$ cat src/rtl/rrx_pkg.sv
package rrx_pkg;

  // ----------------------------------------------------------------
  // Register map
  // ----------------------------------------------------------------
  localparam logic [7:0] RRX_OFF_CTRL = 8'h00;
  localparam logic [7:0] RRX_OFF_OPERAND = 8'h04;
  localparam logic [7:0] RRX_OFF_RESULT = 8'h08;
  localparam logic [7:0] RRX_OFF_STATUS = 8'h0c;
  localparam logic [7:0] RRX_OFF_COUNTER = 8'h10;
  localparam logic [7:0] RRX_OFF_STACK = 8'h14;
  localparam logic [7:0] RRX_OFF_IRQ_STAT = 8'h18;
  localparam logic [7:0] RRX_OFF_IRQ_MASK = 8'h1c;

  // Control register fields
  localparam int RRX_CTRL_RETURN = 0;
  localparam int RRX_CTRL_SHIFT = 1;
  localparam int RRX_CTRL_BYTE = 2;
  localparam int RRX_CTRL_BUSY = 8;

  // Status word fields
  localparam int RRX_SR_C = 0;
  localparam int RRX_SR_Z = 1;
  localparam int RRX_SR_N = 2;
  localparam int RRX_SR_IRQ_EN = 3;
  localparam int RRX_SR_CORE_OFF = 4;
  localparam int RRX_SR_OSC_OFF = 5;
  localparam int RRX_SR_V = 8;
  localparam int RRX_SR_PCHI_LSB = 12;
  localparam logic [15:0] RRX_SR_MASK = 16'h01ff;

  // Event bits
  localparam int RRX_EV_RETURN = 0;
  localparam int RRX_EV_SHIFT = 1;
  localparam int RRX_EV_OVF = 2;
  localparam int RRX_EV_W = 3;

  // Reset values and constants
  localparam logic [15:0] RRX_SR_RST = 16'h0000;
  localparam logic [19:0] RRX_PC_RST = 20'h00000;
  localparam logic [19:0] RRX_SP_RST = 20'h00000;
  localparam logic [19:0] RRX_SP_STEP = 20'h00002;
  localparam logic [15:0] RRX_OVF_W_LO = 16'h4000;
  localparam logic [15:0] RRX_OVF_W_HI = 16'hc000;
  localparam logic [7:0] RRX_OVF_B_LO = 8'h40;
  localparam logic [7:0] RRX_OVF_B_HI = 8'hc0;

  typedef enum logic [2:0] {
    RRX_ST_IDLE = 3'b001,
    RRX_ST_POP_SR = 3'b010,
    RRX_ST_POP_CNT = 3'b100
  } rrx_state_t;

endpackage

$ cat src/rtl/rrx_shift_left.sv
`timescale 1ns/1ps
module rrx_shift_left (
  input wire logic [15:0] operand, // Value before shifting
  input wire logic byte_mode, // Byte form when high
  output logic [15:0] result, // Shifted value
  output logic carry, // Old top bit
  output logic negative, // Result sign
  output logic zero, // Result is zero
  output logic overflow // Sign changed
);
  import rrx_pkg::*;

  always_comb begin
    if (byte_mode) begin
      result = {8'h00, operand[6:0], 1'b0};
      carry = operand[7];
      negative = operand[6];
      zero = (operand[6:0] == 7'h00);
      overflow = (operand[7:0] >= RRX_OVF_B_LO) && (operand[7:0] < RRX_OVF_B_HI);
    end else begin
      result = {operand[14:0], 1'b0};
      carry = operand[15];
      negative = operand[14];
      zero = (operand[14:0] == 15'h0000);
      overflow = (operand >= RRX_OVF_W_LO) && (operand < RRX_OVF_W_HI);
    end
  end

endmodule

$ cat src/rtl/rrx_core.sv
`timescale 1ns/1ps
// Notes on behaviour
// - Return loads the status register from the stack top word.
// - That same word gives the program counter its top four bits.
// - Each pop during return adds two to the stack pointer.
// - A second pop gives the low sixteen counter bits, joined to the top four.
// - After return, execution resumes at the restored address.
// - Return restores negative, zero, carry and overflow from the popped word.
// - Return restores the oscillator-off, core-off and interrupt enable bits.
// - Shift left moves the operand up one bit, old top bit to carry, zero in bit 0.
// - Word shift flags overflow for operands from 4000h up to below c000h.
// - Byte shift flags overflow for bytes from 40h up to below c0h, else clears it.
// - Shift left sets negative from the result sign.
// - Shift left sets zero only when the result is zero.
// - Shift left puts the operand top bit before shifting into carry.
// - Shift left leaves the three mode bits unchanged.
module rrx_core (
  input wire logic pclk, // Clock
  input wire logic presetn, // Async reset, active low
  input wire logic psel, // APB select
  input wire logic penable, // APB enable
  input wire logic pwrite, // APB direction
  input wire logic [7:0] paddr, // APB byte address
  input wire logic [31:0] pwdata, // APB write data
  output logic [31:0] prdata, // APB read data
  output logic pready, // APB ready
  output logic pslverr, // APB error
  output logic mem_req, // Stack read request
  output logic [19:0] mem_addr, // Stack word address
  input wire logic mem_ack, // Stack read done pulse
  input wire logic [15:0] mem_rdata, // Stack read word
  output logic [19:0] program_counter, // Program counter
  output logic [19:0] stack_pointer, // Stack pointer
  output logic [15:0] status_word, // Status register
  output logic busy, // Return in progress
  output logic irq // Interrupt level
);
  import rrx_pkg::*;

  rrx_state_t state;
  logic [15:0] operand;
  logic [15:0] result;
  logic [RRX_EV_W-1:0] irq_stat;
  logic [RRX_EV_W-1:0] irq_mask;
  logic [15:0] sh_result;
  logic sh_c;
  logic sh_n;
  logic sh_z;
  logic sh_v;
  logic wr_en;
  logic rd_setup;
  logic ctrl_wr;
  logic ret_go;
  logic shift_go;
  logic byte_go;
  logic pop_sr_done;
  logic pop_cnt_done;
  logic [RRX_EV_W-1:0] events;
  logic [31:0] next_prdata;
  logic next_pslverr;

  // ----------------------------------------------------------------
  // Bus decode
  // ----------------------------------------------------------------
  assign wr_en = psel && penable && pwrite;
  assign rd_setup = psel && !penable;
  assign ctrl_wr = wr_en && (paddr == RRX_OFF_CTRL);
  assign ret_go = ctrl_wr && pwdata[RRX_CTRL_RETURN] && (state == RRX_ST_IDLE);
  assign shift_go = ctrl_wr && pwdata[RRX_CTRL_SHIFT] && !pwdata[RRX_CTRL_RETURN]
    && (state == RRX_ST_IDLE);
  assign byte_go = pwdata[RRX_CTRL_BYTE];
  assign pop_sr_done = (state == RRX_ST_POP_SR) && mem_req && mem_ack;
  assign pop_cnt_done = (state == RRX_ST_POP_CNT) && mem_req && mem_ack;

  always_comb begin
    next_pslverr = 1'b0;
    case (paddr)
      RRX_OFF_CTRL: next_prdata = {23'h000000, busy, 8'h00};
      RRX_OFF_OPERAND: next_prdata = {16'h0000, operand};
      RRX_OFF_RESULT: next_prdata = {16'h0000, result};
      RRX_OFF_STATUS: next_prdata = {16'h0000, status_word};
      RRX_OFF_COUNTER: next_prdata = {12'h000, program_counter};
      RRX_OFF_STACK: next_prdata = {12'h000, stack_pointer};
      RRX_OFF_IRQ_STAT: next_prdata = {29'h00000000, irq_stat};
      RRX_OFF_IRQ_MASK: next_prdata = {29'h00000000, irq_mask};
      default: begin
        next_prdata = 32'h00000000;
        next_pslverr = 1'b1;
      end
    endcase
  end

  // Read data and error sampled in setup, held through access
  always_ff @(posedge pclk or negedge presetn) begin
    if (!presetn) begin
      prdata <= 32'h00000000;
      pslverr <= 1'b0;
      pready <= 1'b0;
    end else begin
      pready <= 1'b1;
      if (rd_setup) begin
        prdata <= pwrite ? 32'h00000000 : next_prdata;
        pslverr <= next_pslverr;
      end
    end
  end

  always_ff @(posedge pclk or negedge presetn) begin
    if (!presetn) begin
      operand <= 16'h0000;
      irq_mask <= '0;
    end else if (wr_en) begin
      if (paddr == RRX_OFF_OPERAND) begin
        operand <= pwdata[15:0];
      end
      if (paddr == RRX_OFF_IRQ_MASK) begin
        irq_mask <= pwdata[RRX_EV_W-1:0];
      end
    end
  end

  // ----------------------------------------------------------------
  // Shift datapath
  // ----------------------------------------------------------------
  rrx_shift_left u_shift (
    .operand(operand),
    .byte_mode(byte_go),
    .result(sh_result),
    .carry(sh_c),
    .negative(sh_n),
    .zero(sh_z),
    .overflow(sh_v)
  );

  always_ff @(posedge pclk or negedge presetn) begin
    if (!presetn) begin
      result <= 16'h0000;
    end else if (shift_go) begin
      result <= sh_result;
    end
  end

  // ----------------------------------------------------------------
  // Return sequence
  // ----------------------------------------------------------------
  always_ff @(posedge pclk or negedge presetn) begin
    if (!presetn) begin
      state <= RRX_ST_IDLE;
      mem_req <= 1'b0;
      mem_addr <= RRX_SP_RST;
    end else begin
      case (state)
        RRX_ST_IDLE: begin
          if (ret_go) begin
            state <= RRX_ST_POP_SR;
            mem_req <= 1'b1;
            mem_addr <= stack_pointer;
          end
        end
        RRX_ST_POP_SR: begin
          if (pop_sr_done) begin
            state <= RRX_ST_POP_CNT;
            mem_addr <= stack_pointer + RRX_SP_STEP;
          end
        end
        RRX_ST_POP_CNT: begin
          if (pop_cnt_done) begin
            state <= RRX_ST_IDLE;
            mem_req <= 1'b0;
          end
        end
        default: begin
          state <= RRX_ST_IDLE;
          mem_req <= 1'b0;
        end
      endcase
    end
  end

  always_ff @(posedge pclk or negedge presetn) begin
    if (!presetn) begin
      busy <= 1'b0;
    end else if (ret_go) begin
      busy <= 1'b1;
    end else if (pop_cnt_done) begin
      busy <= 1'b0;
    end
  end

  always_ff @(posedge pclk or negedge presetn) begin
    if (!presetn) begin
      stack_pointer <= RRX_SP_RST;
    end else if (pop_sr_done || pop_cnt_done) begin
      stack_pointer <= stack_pointer + RRX_SP_STEP;
    end else if (wr_en && paddr == RRX_OFF_STACK && state == RRX_ST_IDLE) begin
      stack_pointer <= pwdata[19:0];
    end
  end

  always_ff @(posedge pclk or negedge presetn) begin
    if (!presetn) begin
      program_counter <= RRX_PC_RST;
    end else if (pop_sr_done) begin
      program_counter[19:16] <= mem_rdata[RRX_SR_PCHI_LSB +: 4];
    end else if (pop_cnt_done) begin
      program_counter[15:0] <= mem_rdata;
    end else if (wr_en && paddr == RRX_OFF_COUNTER && state == RRX_ST_IDLE) begin
      program_counter <= pwdata[19:0];
    end
  end

  always_ff @(posedge pclk or negedge presetn) begin
    if (!presetn) begin
      status_word <= RRX_SR_RST;
    end else if (pop_sr_done) begin
      status_word <= mem_rdata & RRX_SR_MASK;
    end else if (shift_go) begin
      status_word[RRX_SR_C] <= sh_c;
      status_word[RRX_SR_N] <= sh_n;
      status_word[RRX_SR_Z] <= sh_z;
      status_word[RRX_SR_V] <= sh_v;
    end else if (wr_en && paddr == RRX_OFF_STATUS && state == RRX_ST_IDLE) begin
      status_word <= pwdata[15:0] & RRX_SR_MASK;
    end
  end

  // ----------------------------------------------------------------
  // Interrupts
  // ----------------------------------------------------------------
  assign events = {shift_go && sh_v, shift_go, pop_cnt_done};

  // Set wins over a write-one clear in the same cycle
  always_ff @(posedge pclk or negedge presetn) begin
    if (!presetn) begin
      irq_stat <= '0;
    end else if (wr_en && paddr == RRX_OFF_IRQ_STAT) begin
      irq_stat <= (irq_stat & ~pwdata[RRX_EV_W-1:0]) | events;
    end else begin
      irq_stat <= irq_stat | events;
    end
  end

  always_ff @(posedge pclk or negedge presetn) begin
    if (!presetn) begin
      irq <= 1'b0;
    end else begin
      irq <= |(irq_stat & irq_mask);
    end
  end
endmodule

$ cat config.mk
export PLATFORM = sky130hd
export DESIGN_NAME = rrx_core
export DESIGN_NICKNAME = d
export VERILOG_FILES = /design/src/rtl/rrx_pkg.sv /design/src/rtl/rrx_shift_left.sv /design/src/rtl/rrx_core.sv
export SDC_FILE = /design/constraint.sdc
export NUM_CORES = 1
export LEC_CHECK = 0
export ABC_AREA = 1
export BUFFER_PORTS_ARGS = -buffer_cell sky130_fd_sc_hd__buf_2
export CORE_ASPECT_RATIO = 0.7
export CORE_UTILIZATION = 54
export DETAILED_ROUTE_END_ITERATION = 8
export GPL_TIMING_DRIVEN = 0
export PLACE_DENSITY_LB_ADDON = 0.2
export SLEW_MARGIN = 20
export SYNTH_ARGS = -nofsm -noshare
export SYNTH_HDL_FRONTEND = slang
export SYNTH_SLANG_ARGS = --single-unit
$ cat constraint.sdc
create_clock -name pclk -period 1.85 [get_ports pclk]
set_clock_uncertainty 0.1 [all_clocks]
set_input_delay 0.0925 -clock pclk [delete_from_list [all_inputs] [get_ports pclk]]
set_output_delay 0.0925 -clock pclk [all_outputs]
set_load 0.005 [all_outputs]
==> impl_metrics.tcl, run 1 <==
set metrics [dict create \
    synth_edf_count 0 \
    power.density_nw_per_um2 724 \
    fmax_mhz 529 \
    initial_core_util 0.552 \
    crit_path_max_fanout 10 \
    status "finished with violations" \
    crit_required_ns 2.09 \
    coreArea_um2 13100 \
    ctsRootBufferMaster "clkbuf_16" \
    path_clk_slew_ns 0.06 \
    cts.sink_count 134 \
    ys_ff_latch 134 \
    rows 35 \
    yosysWarningCount 0 \
    hold_slack_ns 0.0480 \
    antenna_cells 0 \
    drtAntennaViolNets 0 \
    avgRoutedWirePerCell_um 18.4 \
    htreeDepth 4 \
    relSlewSlack 0.513 \
    slew_viol_final 0 \
    grt_pass1_vias 7138 \
    vias 8174 \
    fin_ws_ns -0.0386 \
    dp_hpwl_um 18400 \
    final_nets 1308 \
    crit_arrival_ns 2.13 \
    clkLatencyLatePin_ns 0.43 \
    start_kind "register" \
    tightestPinTransition_ns 0.731 \
    criticalPathCategory "reg -> reg" \
    io_pins 175 \
    netlist_top_cells_area "dfrtp_1 (46%), nand2_1 (20%), nand3_1 (6.1%), o21ai_0 (4.8%), nor2_1 (4.2%)" \
    firstDrtPassIters 6 \
    hold_viol_final 0 \
    end_kind "register" \
    synthFlopType "dfrtp_1" \
    drive_gt1_frac 0.232 \
    layout_common_cells "nand2_1 (380), buf_2 (150), dfrtp_1 (131), nand3_1 (83), inv_1 (74)" \
    areaGrowthSynthToFinish_pct 35.5 \
    min_path_type "in -> reg" \
    drt_iter0_drc 974 \
    place_inst 1330 \
    die_area_um2 13900 \
    numCtsBuffers 17 \
    clk_path_buf_depth 2 \
    die_h_um 99.0 \
    synth_area_um2 7260 \
    cts_tree "built" \
    synth_cell_types 39 \
    avgSynthCellArea_um2 7.23 \
    antenna_found_initial 0 \
    final_common_cell "nand2_1" \
    max-vdd-ir-drop_mv 0.732 \
    grt_max_degree 81 \
    overflow 0 \
    synthArstFlopShare 1.00 \
    rsz0062_at_grt "true" \
    violations "negative setup slack" \
    total_leakage_power_uw 0.00534 \
    finalCriticalPeriod_ns 1.89 \
    io_buffers 142 \
    gp_congestion 0.938 \
    ys_seq_area_frac 0.462 \
    cap_violations 0 \
    finalWirelength_um 26100 \
    period_share 1.02 \
    die_x_um 141 \
    postSynthCellCount 1003 \
    synth_top_area_cell "dfrtp_1" \
    finalNonFillerCells 1423 \
    grt_util_all_layers 0.372 \
    grt_pass1_wl_um 38400 \
    setup_viol 2 \
    yosysTopAreaCellShare 0.459 \
    vias_per_cell 5.74 \
    drcViolationCount 0 \
]
-- path summary, 6_finish.rpt --
path | cells after the start | startpoint | to | slack (ns)
max | 5 | state[0] | mem_addr[6] | -0.04
min | 3 | psel | prdata[17] | 0.05
max reg2reg | 5 | state[0] | mem_addr[6] | -0.04
min reg2reg | 2 | mem_addr[15] | mem_addr[15] | 0.37
max in group asynchronous | 3 | presetn | stack_pointer[2] | 0.82
min in group asynchronous | 2 | presetn | prdata[0] | 0.06
-- area by class of cell --
type                       count  area [um2]
clock buffer                  21         450
tap                          166         208
inverter                      84         327
multi-input combinational    743        3490
timing repair buffer         205        1370
buffer                        59         435
sequential                   134        3360
clock inverter                11         200
fill                        1030        3310
-- Yosys cell counts (2+ instances only) --
cell type and number:
a21oi_1 4, a22o_1 2, a22oi_1 2, a31oi_1 21
buf_2 18, buf_4 23, clkbuf_1 17, conb_1 2
dfrtp_1 133, ha_1 2, inv_1 78, inv_2 5
nand2_1 386, nand2_2 3, nand3_1 88, nand4_1 9
nor2_1 81, nor2_2 3, nor2_4 2, nor3_1 2
o211ai_1 16, o21a_1 3, o21ai_0 69, o21ai_1 7
o22ai_1 3, o31ai_1 4, xor2_1 8
-- stage by stage --
step | worst slack (ns) | cell area, um2 | TNS (ns) | util | total power, uW
floorplan | 0.144 | 7320 | 0 | - | 3130
global placement | -1.27 | 8240 | -182.79 | 0.627 | 3310
detailed placement | -0.373 | 8280 | -16.12 | 0.630 | 3320
CTS | -0.0171 | 9400 | -0.0179 | 0.716 | 7100
global route | -0.140 | 9830 | -1.55 | 0.748 | 7270
finish | -0.0386 | 9830 | -0.0529 | 0.748 | 7120
-- per-layer routing --
layer / up-vias / global-route usage / routed length, um
li1: 3679 / - / -
met1: 3841 / 0.540 / 10800
met2: 587 / 0.548 / 11300
met3: 67 / 0.0952 / 3440
met4: 0 / 0.113 / 621
met5: - / 0 / 0
-- cell families after synthesis --
kind of cell	after synthesis	share of synthesized area
other cells	2	0.00104
compound gates	132	0.105
fa+ha+maj	2	0.00345
xor+xnor	8	0.00966
simple gates	581	0.328
flops	134	0.462
buf+inv	144	0.0905
-- worst max-delay path: stages (launching register included) --
cell and delay [ns]:
dfstp_2 0.60, nor3_4 0.08, inv_2 0.07, clkbuf_1 0.50
o21ai_0 0.26, o21ai_0 0.19
-- power breakdown --
part	internal, uW	switching [uW]	total (uW)
logic	157	233	391
clock network	2440	1340	3770
registers	2940	10.5	2950
-- timing repair --
item / in CTS / in global routing
hold buffers: 37 / 0
endpoints found under the hold margin: 192 / 0
gates resized for setup: 21 / 83
pin swaps: 1 / 7
setup endpoints to repair: 84 / 84
buffers inserted: 5 / 16
gates cloned: 0 / 4
-- state kept, by name, summed over array words and instances, names as in the netlist --
name and cells:
mem_addr 20, prdata 20, program_counter 20, stack_pointer 20
operand 16, result 15, status_word 9, irq_mask 3
irq_stat 3, state 3, busy 1, irq 1
mem_req 1, pready 1, pslverr 1
No activity file was read; power rests on OpenSTA's default activity.
==> run 2: changes to the inputs <==
--- a/config.mk
+++ b/config.mk
@@ -5,7 +5,6 @@
 export SDC_FILE = /design/constraint.sdc
 export NUM_CORES = 1
 export LEC_CHECK = 0
-export ABC_AREA = 1
 export BUFFER_PORTS_ARGS = -buffer_cell sky130_fd_sc_hd__buf_2
 export CORE_ASPECT_RATIO = 0.7
 export CORE_UTILIZATION = 54
==> run 2 against run 1 <==
Effect of this change:
- the run still ends with negative setup slack left
- combinational power rose to 7.3 times the previous value
- first-iteration DRC count decreased by 2.5%
- wire length rose by 9.8%
- via count fell by 6.4%
- maximum frequency fell by 14%
- non-clock buffer count increased by 36
- critical path type unchanged
==> impl_metrics.tcl, run 2 <==
set metrics [dict create \
    synth_area_um2 7160 \
    criticalPathCategory "reg -> reg" \
    end_kind "register" \
    power_uw 10500 \
    ctsRootBufferMaster "clkbuf_16" \
    slew_viol_final 0 \
    drt_iter0_drc 950 \
    pwr-share-comb 0.271 \
    cap_violations 0 \
    crit_path_max_fanout 5 \
    io_pins 175 \
    avgSynthCellArea_um2 9.70 \
    wl_met2_um 12600 \
    met1Wirelength_um 11500 \
    rows 34 \
    cts_tree "built" \
    grt_pass1_vias 7433 \
    grt_max_degree 97 \
    switching_share 0.317 \
    switching_power_uw 3340 \
    p_clk_frac 0.359 \
    period_share 1.19 \
    synth_edf_count 0 \
    crit_required_ns 2.06 \
    layout_common_cells "buf_2 (143), dfrtp_1 (125), nand2_1 (81), buf_4 (47), dlygate4sd3_1 (36)" \
    finalWirelength_um 28700 \
    htreeDepth 4 \
    gp_congestion 0.946 \
    cts.sink_count 134 \
    finalCriticalPeriod_ns 2.20 \
    drtAntennaViolNets 0 \
    seqPwrFrac 0.370 \
    antenna_cells 0 \
    max-vdd-ir-drop_mv 0.820 \
    relSlewSlack 0.344 \
    areaGrowthSynthToFinish_pct 46.5 \
    total_leakage_power_uw 0.00487 \
    rsz0062_at_grt "true" \
    grt_util_all_layers 0.416 \
    crit_arrival_ns 2.41 \
    yosysWarningCount 0 \
    grt_pass1_wl_um 42500 \
    synthArstFlopShare 1.00 \
    yosys.cell_count.top_type "dfrtp_1" \
    min_path_type "in -> async" \
    postSynthCellCount 738 \
    vias_per_cell 6.52 \
    fin_tns_setup_ns -20.84 \
    final_common_cell "buf_2" \
    status "finished with violations" \
    cp_slowest_cell "dfstp_2" \
    vias 7649 \
    overflow 0 \
    synth_top_area_cell "dfrtp_1" \
    fin_ws_ns -0.351 \
    p_int_uw 7210 \
    tightestPinTransition_ns 0.975 \
    final_nets 1063 \
    dp_hpwl_um 18100 \
    highest_layer "met4" \
    drive_gt1_frac 0.423 \
    avgRoutedWirePerCell_um 24.4 \
    power.density_nw_per_um2 1010 \
    cpPeakStageDelay_ns 0.55 \
    routed-wl-met3_um 3610 \
    violations "negative setup slack" \
    initial_core_util 0.565 \
    hold_viol_final 0 \
    synthFlopType "dfrtp_1" \
    synth_top_cells_by_count "dfrtp_1 (133), nand2_1 (97), o21ai_0 (67)" \
    fmax_mhz 454 \
    clk_path_buf_depth 2 \
    ys_ff_latch 134 \
    netlist_top_cells_area "dfrtp_1 (46%), mux2_2 (5.3%), nand2_1 (5.1%), mux2i_1 (4.9%), o21ai_0 (4.7%)" \
    yosysTopAreaCellShare 0.465 \
    clkLatencyLatePin_ns 0.43 \
    path_cells "or3b_4 -> buf_6 -> nor2_4 -> a31o_4 -> buf_8 -> buf_12 -> buf_12 -> buf_8 -> a21oi_2" \
    start_kind "register" \
    path_clk_slew_ns 0.06 \
    synth_cell_types 65 \
    die_x_um 140 \
    nFillCells 701 \
    drcViolationCount 0 \
    setup_viol 92 \
    die_area_um2 13700 \
    io_buffers 140 \
    coreArea_um2 12700 \
    die_h_um 98.3 \
    antenna_found_initial 0 \
    numCtsBuffers 17 \
    ys_seq_area_frac 0.468 \
    firstDrtPassIters 6 \
]
==> run 2: changes by cell type after synthesis, moves of 10 or more <==
cell / before / now
mux2i_1: 0 / 35
nor3_1: 2 / 12
a22oi_1: 2 / 20
nor2_1: 81 / 46
nand3_1: 88 / 18
nand2_1: 386 / 97
mux2_2: 0 / 34
a22o_1: 2 / 15
a21oi_1: 4 / 42
a31oi_1: 21 / 9
clkbuf_1: 17 / 32
inv_1: 78 / 11
o211ai_1: 16 / 6
==> run 2: final timing paths <==
check / slack (ns) / cells after the start / end / startpoint
min in group pclk: 0.04 / 4 / pslverr / paddr[6]
max in group asynchronous: 0.79 / 3 / stack_pointer[3] / presetn
worst max-delay path: -0.35 / 9 / mem_addr[11] / state[0]
worst min register to register: 0.38 / 2 / result[12] / result[12]
worst min-delay path: 0.04 / 2 / prdata[12] / presetn
worst max register to register: -0.35 / 9 / mem_addr[11] / state[0]
==> run 2: cell type report <==
type	count	area (um2)	share of cell area
Inverter	11	41.3	0.00394
Clock buffer	22	484	0.0462
Multi-Input combinational cell	535	3980	0.379
Tap cell	162	203	0.0193
Buffer	71	566	0.0539
Timing Repair Buffer	229	1690	0.161
Sequential cell	134	3360	0.321
Clock inverter	10	169	0.0161
==> run 2: repair_timing <==
item	4_1_cts	5_1_grt
setup endpoints to repair	90	102
hold buffers	36	0
gates resized for setup	133	104
hold endpoints to repair	195	0
gates cloned	11	0
setup buffers	33	9
pin swaps	22	22
==> run 2: per-layer routing <==
metal	vias to the layer above	track usage
met5	-	0
met4	0	0.145
met3	114	0.127
met2	645	0.627
met1	3735	0.572
li1	3155	-
==> run 2: metrics by stage <==
| step | cell area (um2) | hold WS (ns) | instances | setup WS, ns | utilization |
|---|---|---|---|---|---|
| final | 10500 | 0.0363 | 1174 | -0.351 | 0.827 |
| after global routing | 10500 | 0.0441 | 1174 | -0.410 | 0.827 |
| after CTS | 10100 | 0.0250 | 1168 | -0.355 | 0.798 |
| after detailed placement | 8290 | -0.107 | 1059 | -0.595 | 0.654 |
| after global placement | 8260 | 0.217 | 1058 | -1.23 | 0.651 |
| after floorplan | 7350 | -0.303 | 756 | -0.282 | - |
==> run 2: worst max-delay path, delay by kind of cell (launching register included) <==
kind,cells,cell delay (ns)
buf+inv,5,0.62
flops,1,0.55
simple gates,2,0.56
compound gates,2,0.26
==> run 2: power by group through the flow <==
stage               Combinational (uW)  Sequential (uW)  Clock (uW)
floorplan                         1080             3780           0
global placement                  1940             3800           0
detailed placement                2000             3830           0
CTS                               2450             3800        3750
global route                      3020             3930        3900
finish                            2860             3900        3780
==> run 2: logic make-up after synthesis <==
family,synth area share
AND/OR/NAND/NOR,0.157
AO/OA/AOI/OAI,0.176
flip-flops,0.468
buffers and inverters,0.0636
multiplexers,0.109
XOR/XNOR,0.0220
adder cells (fa/ha/maj),0.00349
other,0.00105
==> run 3: changes to the inputs <==
==> constraint.sdc (replaced) <==
create_clock -name pclk -period 2.2 [get_ports pclk]
set_clock_uncertainty 0.1 [all_clocks]
set_input_delay 0.11 -clock pclk [delete_from_list [all_inputs] [get_ports pclk]]
set_output_delay 0.11 -clock pclk [all_outputs]
set_load 0.005 [all_outputs]
==> run 3 against run 2 <==
Effect of this change:
- the run still ends with negative setup slack left
- sequential cell count unchanged
- power down 27%
- maximum frequency fell by 1.3%
- register-to-register slack better by 0.32 ns
- global-route usage fell by 4.4 points
==> impl_metrics.tcl, run 3 (synthesis gave the netlist of run 2 again) <==
set metrics [dict create \
    vias_per_cell 6.22 \
    path_cells "or3b_1 -> buf_6 -> nor4b_4 -> nor2_4 -> buf_6 -> a221o_1" \
    io_buffers 140 \
    grt_pass1_vias 6656 \
    hold_viol_final 0 \
    total_leakage_power_uw 0.00445 \
    place_ws_ns -0.392 \
    fmax_mhz 449 \
    power.density_nw_per_um2 815 \
    violations "negative setup slack" \
    antenna_cells 0 \
    overflow 0 \
    r2r_end "stack_pointer[1]" \
    holdPathStages 4 \
    initial_core_util 0.565 \
    hold_slack_ns 0.0570 \
    cap_violations 0 \
    crit_arrival_ns 2.43 \
    rows 34 \
    max-vdd-ir-drop_mv 0.719 \
    path_clk_slew_ns 0.06 \
    gp_congestion 0.953 \
    cp_slowest_cell "dfstp_2" \
    cts.sink_count 134 \
    firstDrtPassIters 6 \
    final_common_cell "buf_2" \
    drcViolationCount 0 \
    period_share 1.01 \
    dp_hpwl_um 17800 \
    finalWirelength_um 25000 \
    criticalPathCategory "reg -> reg" \
    reg2reg_from "state[0]" \
    fin_ws_ns -0.0291 \
    hp-start "mem_ack" \
    cp.depth 6 \
    crit_path_max_fanout 5 \
    tightestPinTransition_ns 0.994 \
    p_clk_frac 0.336 \
    numCtsBuffers 17 \
    antenna_found_initial 0 \
    crit_required_ns 2.40 \
    setup_viol 2 \
    layout_common_cells "buf_2 (148), dfrtp_1 (126), nand2_1 (96), o21ai_0 (47), nor2_1 (45)" \
    avgRoutedWirePerCell_um 21.9 \
    cts_tree "built" \
    grt_max_degree 78 \
    slew_viol_final 0 \
    relSlewSlack 0.336 \
    grt_util_all_layers 0.372 \
    path_delay_family "simple AND/OR/NAND/NOR gates" \
    fin_tns_setup_ns -0.0329 \
    r2r_cells 6 \
    worst-path-buf-inv 2 \
    p_int_uw 5210 \
    vias 7101 \
    r2r_slack_ns -0.03 \
    drive_gt1_frac 0.333 \
    clkLatencyLatePin_ns 0.42 \
    io_pins 175 \
    grt_pass1_wl_um 38300 \
    finalCriticalPeriod_ns 2.23 \
    clk_path_buf_depth 2 \
    cp_common_cell "buf_6" \
    end_kind "register" \
    final_nets 1031 \
    die_area_um2 13700 \
    areaGrowthSynthToFinish_pct 32.4 \
    rsz0062_at_grt "true" \
    htreeDepth 4 \
    switching_share 0.326 \
    coreArea_um2 12700 \
    power_uw 7730 \
    drtAntennaViolNets 0 \
    min_to "mem_req" \
    switching_power_uw 2520 \
    cpPeakStageDelay_ns 0.56 \
    start_kind "register" \
    ctsRootBufferMaster "clkbuf_16" \
    pwr-share-comb 0.250 \
    min_path_type "in -> reg" \
    drt_iter0_drc 778 \
    seqPwrFrac 0.414 \
    status "finished with violations" \
    die_x_um 140 \
    die_h_um 98.3 \
]
## run 3: cell count changes in the layout (fill, tap and decap cells not counted), moves of 17 or more
cell	previous run	this run
a21oi_1	24	42
a21oi_2	18	1
o21ai_0	26	47
o21ai_1	33	10
## run 3: final cells by class
class	count	area (um2)
Timing Repair Buffer	196	1260
Multi-Input combinational cell	535	3610
Sequential cell	134	3360
Fill cell	940	3200
Buffer	72	463
Tap cell	162	203
Inverter	11	41.3
Clock inverter	14	106
Clock buffer	17	425
## run 3: stage by stage
stage                     utilization  instance area (um2)  cells
after floorplan                     -                 7230    756
after global placement          0.641                 8130   1058
after detailed placement        0.644                 8170   1059
after CTS                       0.730                 9250   1135
after global routing            0.748                 9480   1141
final                           0.748                 9480   1141
## run 3: per-layer routing
metal	GRT usage	part of all wire
met2	0.548	0.44
met1	0.552	0.43
met3	0.0814	0.11
met4	0.107	0.017
met5	0	0
## run 3: power by group through the flow
| stage | registers, uW | clock network, uW | logic [uW] |
|---|---|---|---|
| after floorplan | 3170 | 0 | 850 |
| after global placement | 3190 | 0 | 1570 |
| after detailed placement | 3210 | 0 | 1610 |
| after CTS | 3160 | 2610 | 1790 |
| after global routing | 3240 | 2710 | 2110 |
| final | 3200 | 2600 | 1930 |
## run 3: worst max-delay path by stage
stage                   from           endpoint
global placement     presetn        mem_addr[3]
detailed placement  paddr[2]  stack_pointer[12]
floorplan           state[0]  stack_pointer[12]
CTS                 state[0]   stack_pointer[0]
global route        state[0]   stack_pointer[1]
finish              state[0]   stack_pointer[1]
## run 3: what timing repair did
action	CTS	global route
endpoints found under the setup margin	76	61
hold endpoints to repair	156	0
hold buffers	35	0
gates resized for setup	54	56
pin swaps	5	26
cloned	2	1
setup buffers	12	5
## run 3: worst reg2reg max path: stages, from the launching register on
cell,delay (ns)
dfstp_2,0.56
or3b_1,0.36
buf_6,0.15
nor4b_4,0.36
nor2_4,0.13
buf_6,0.17
a221o_1,0.29
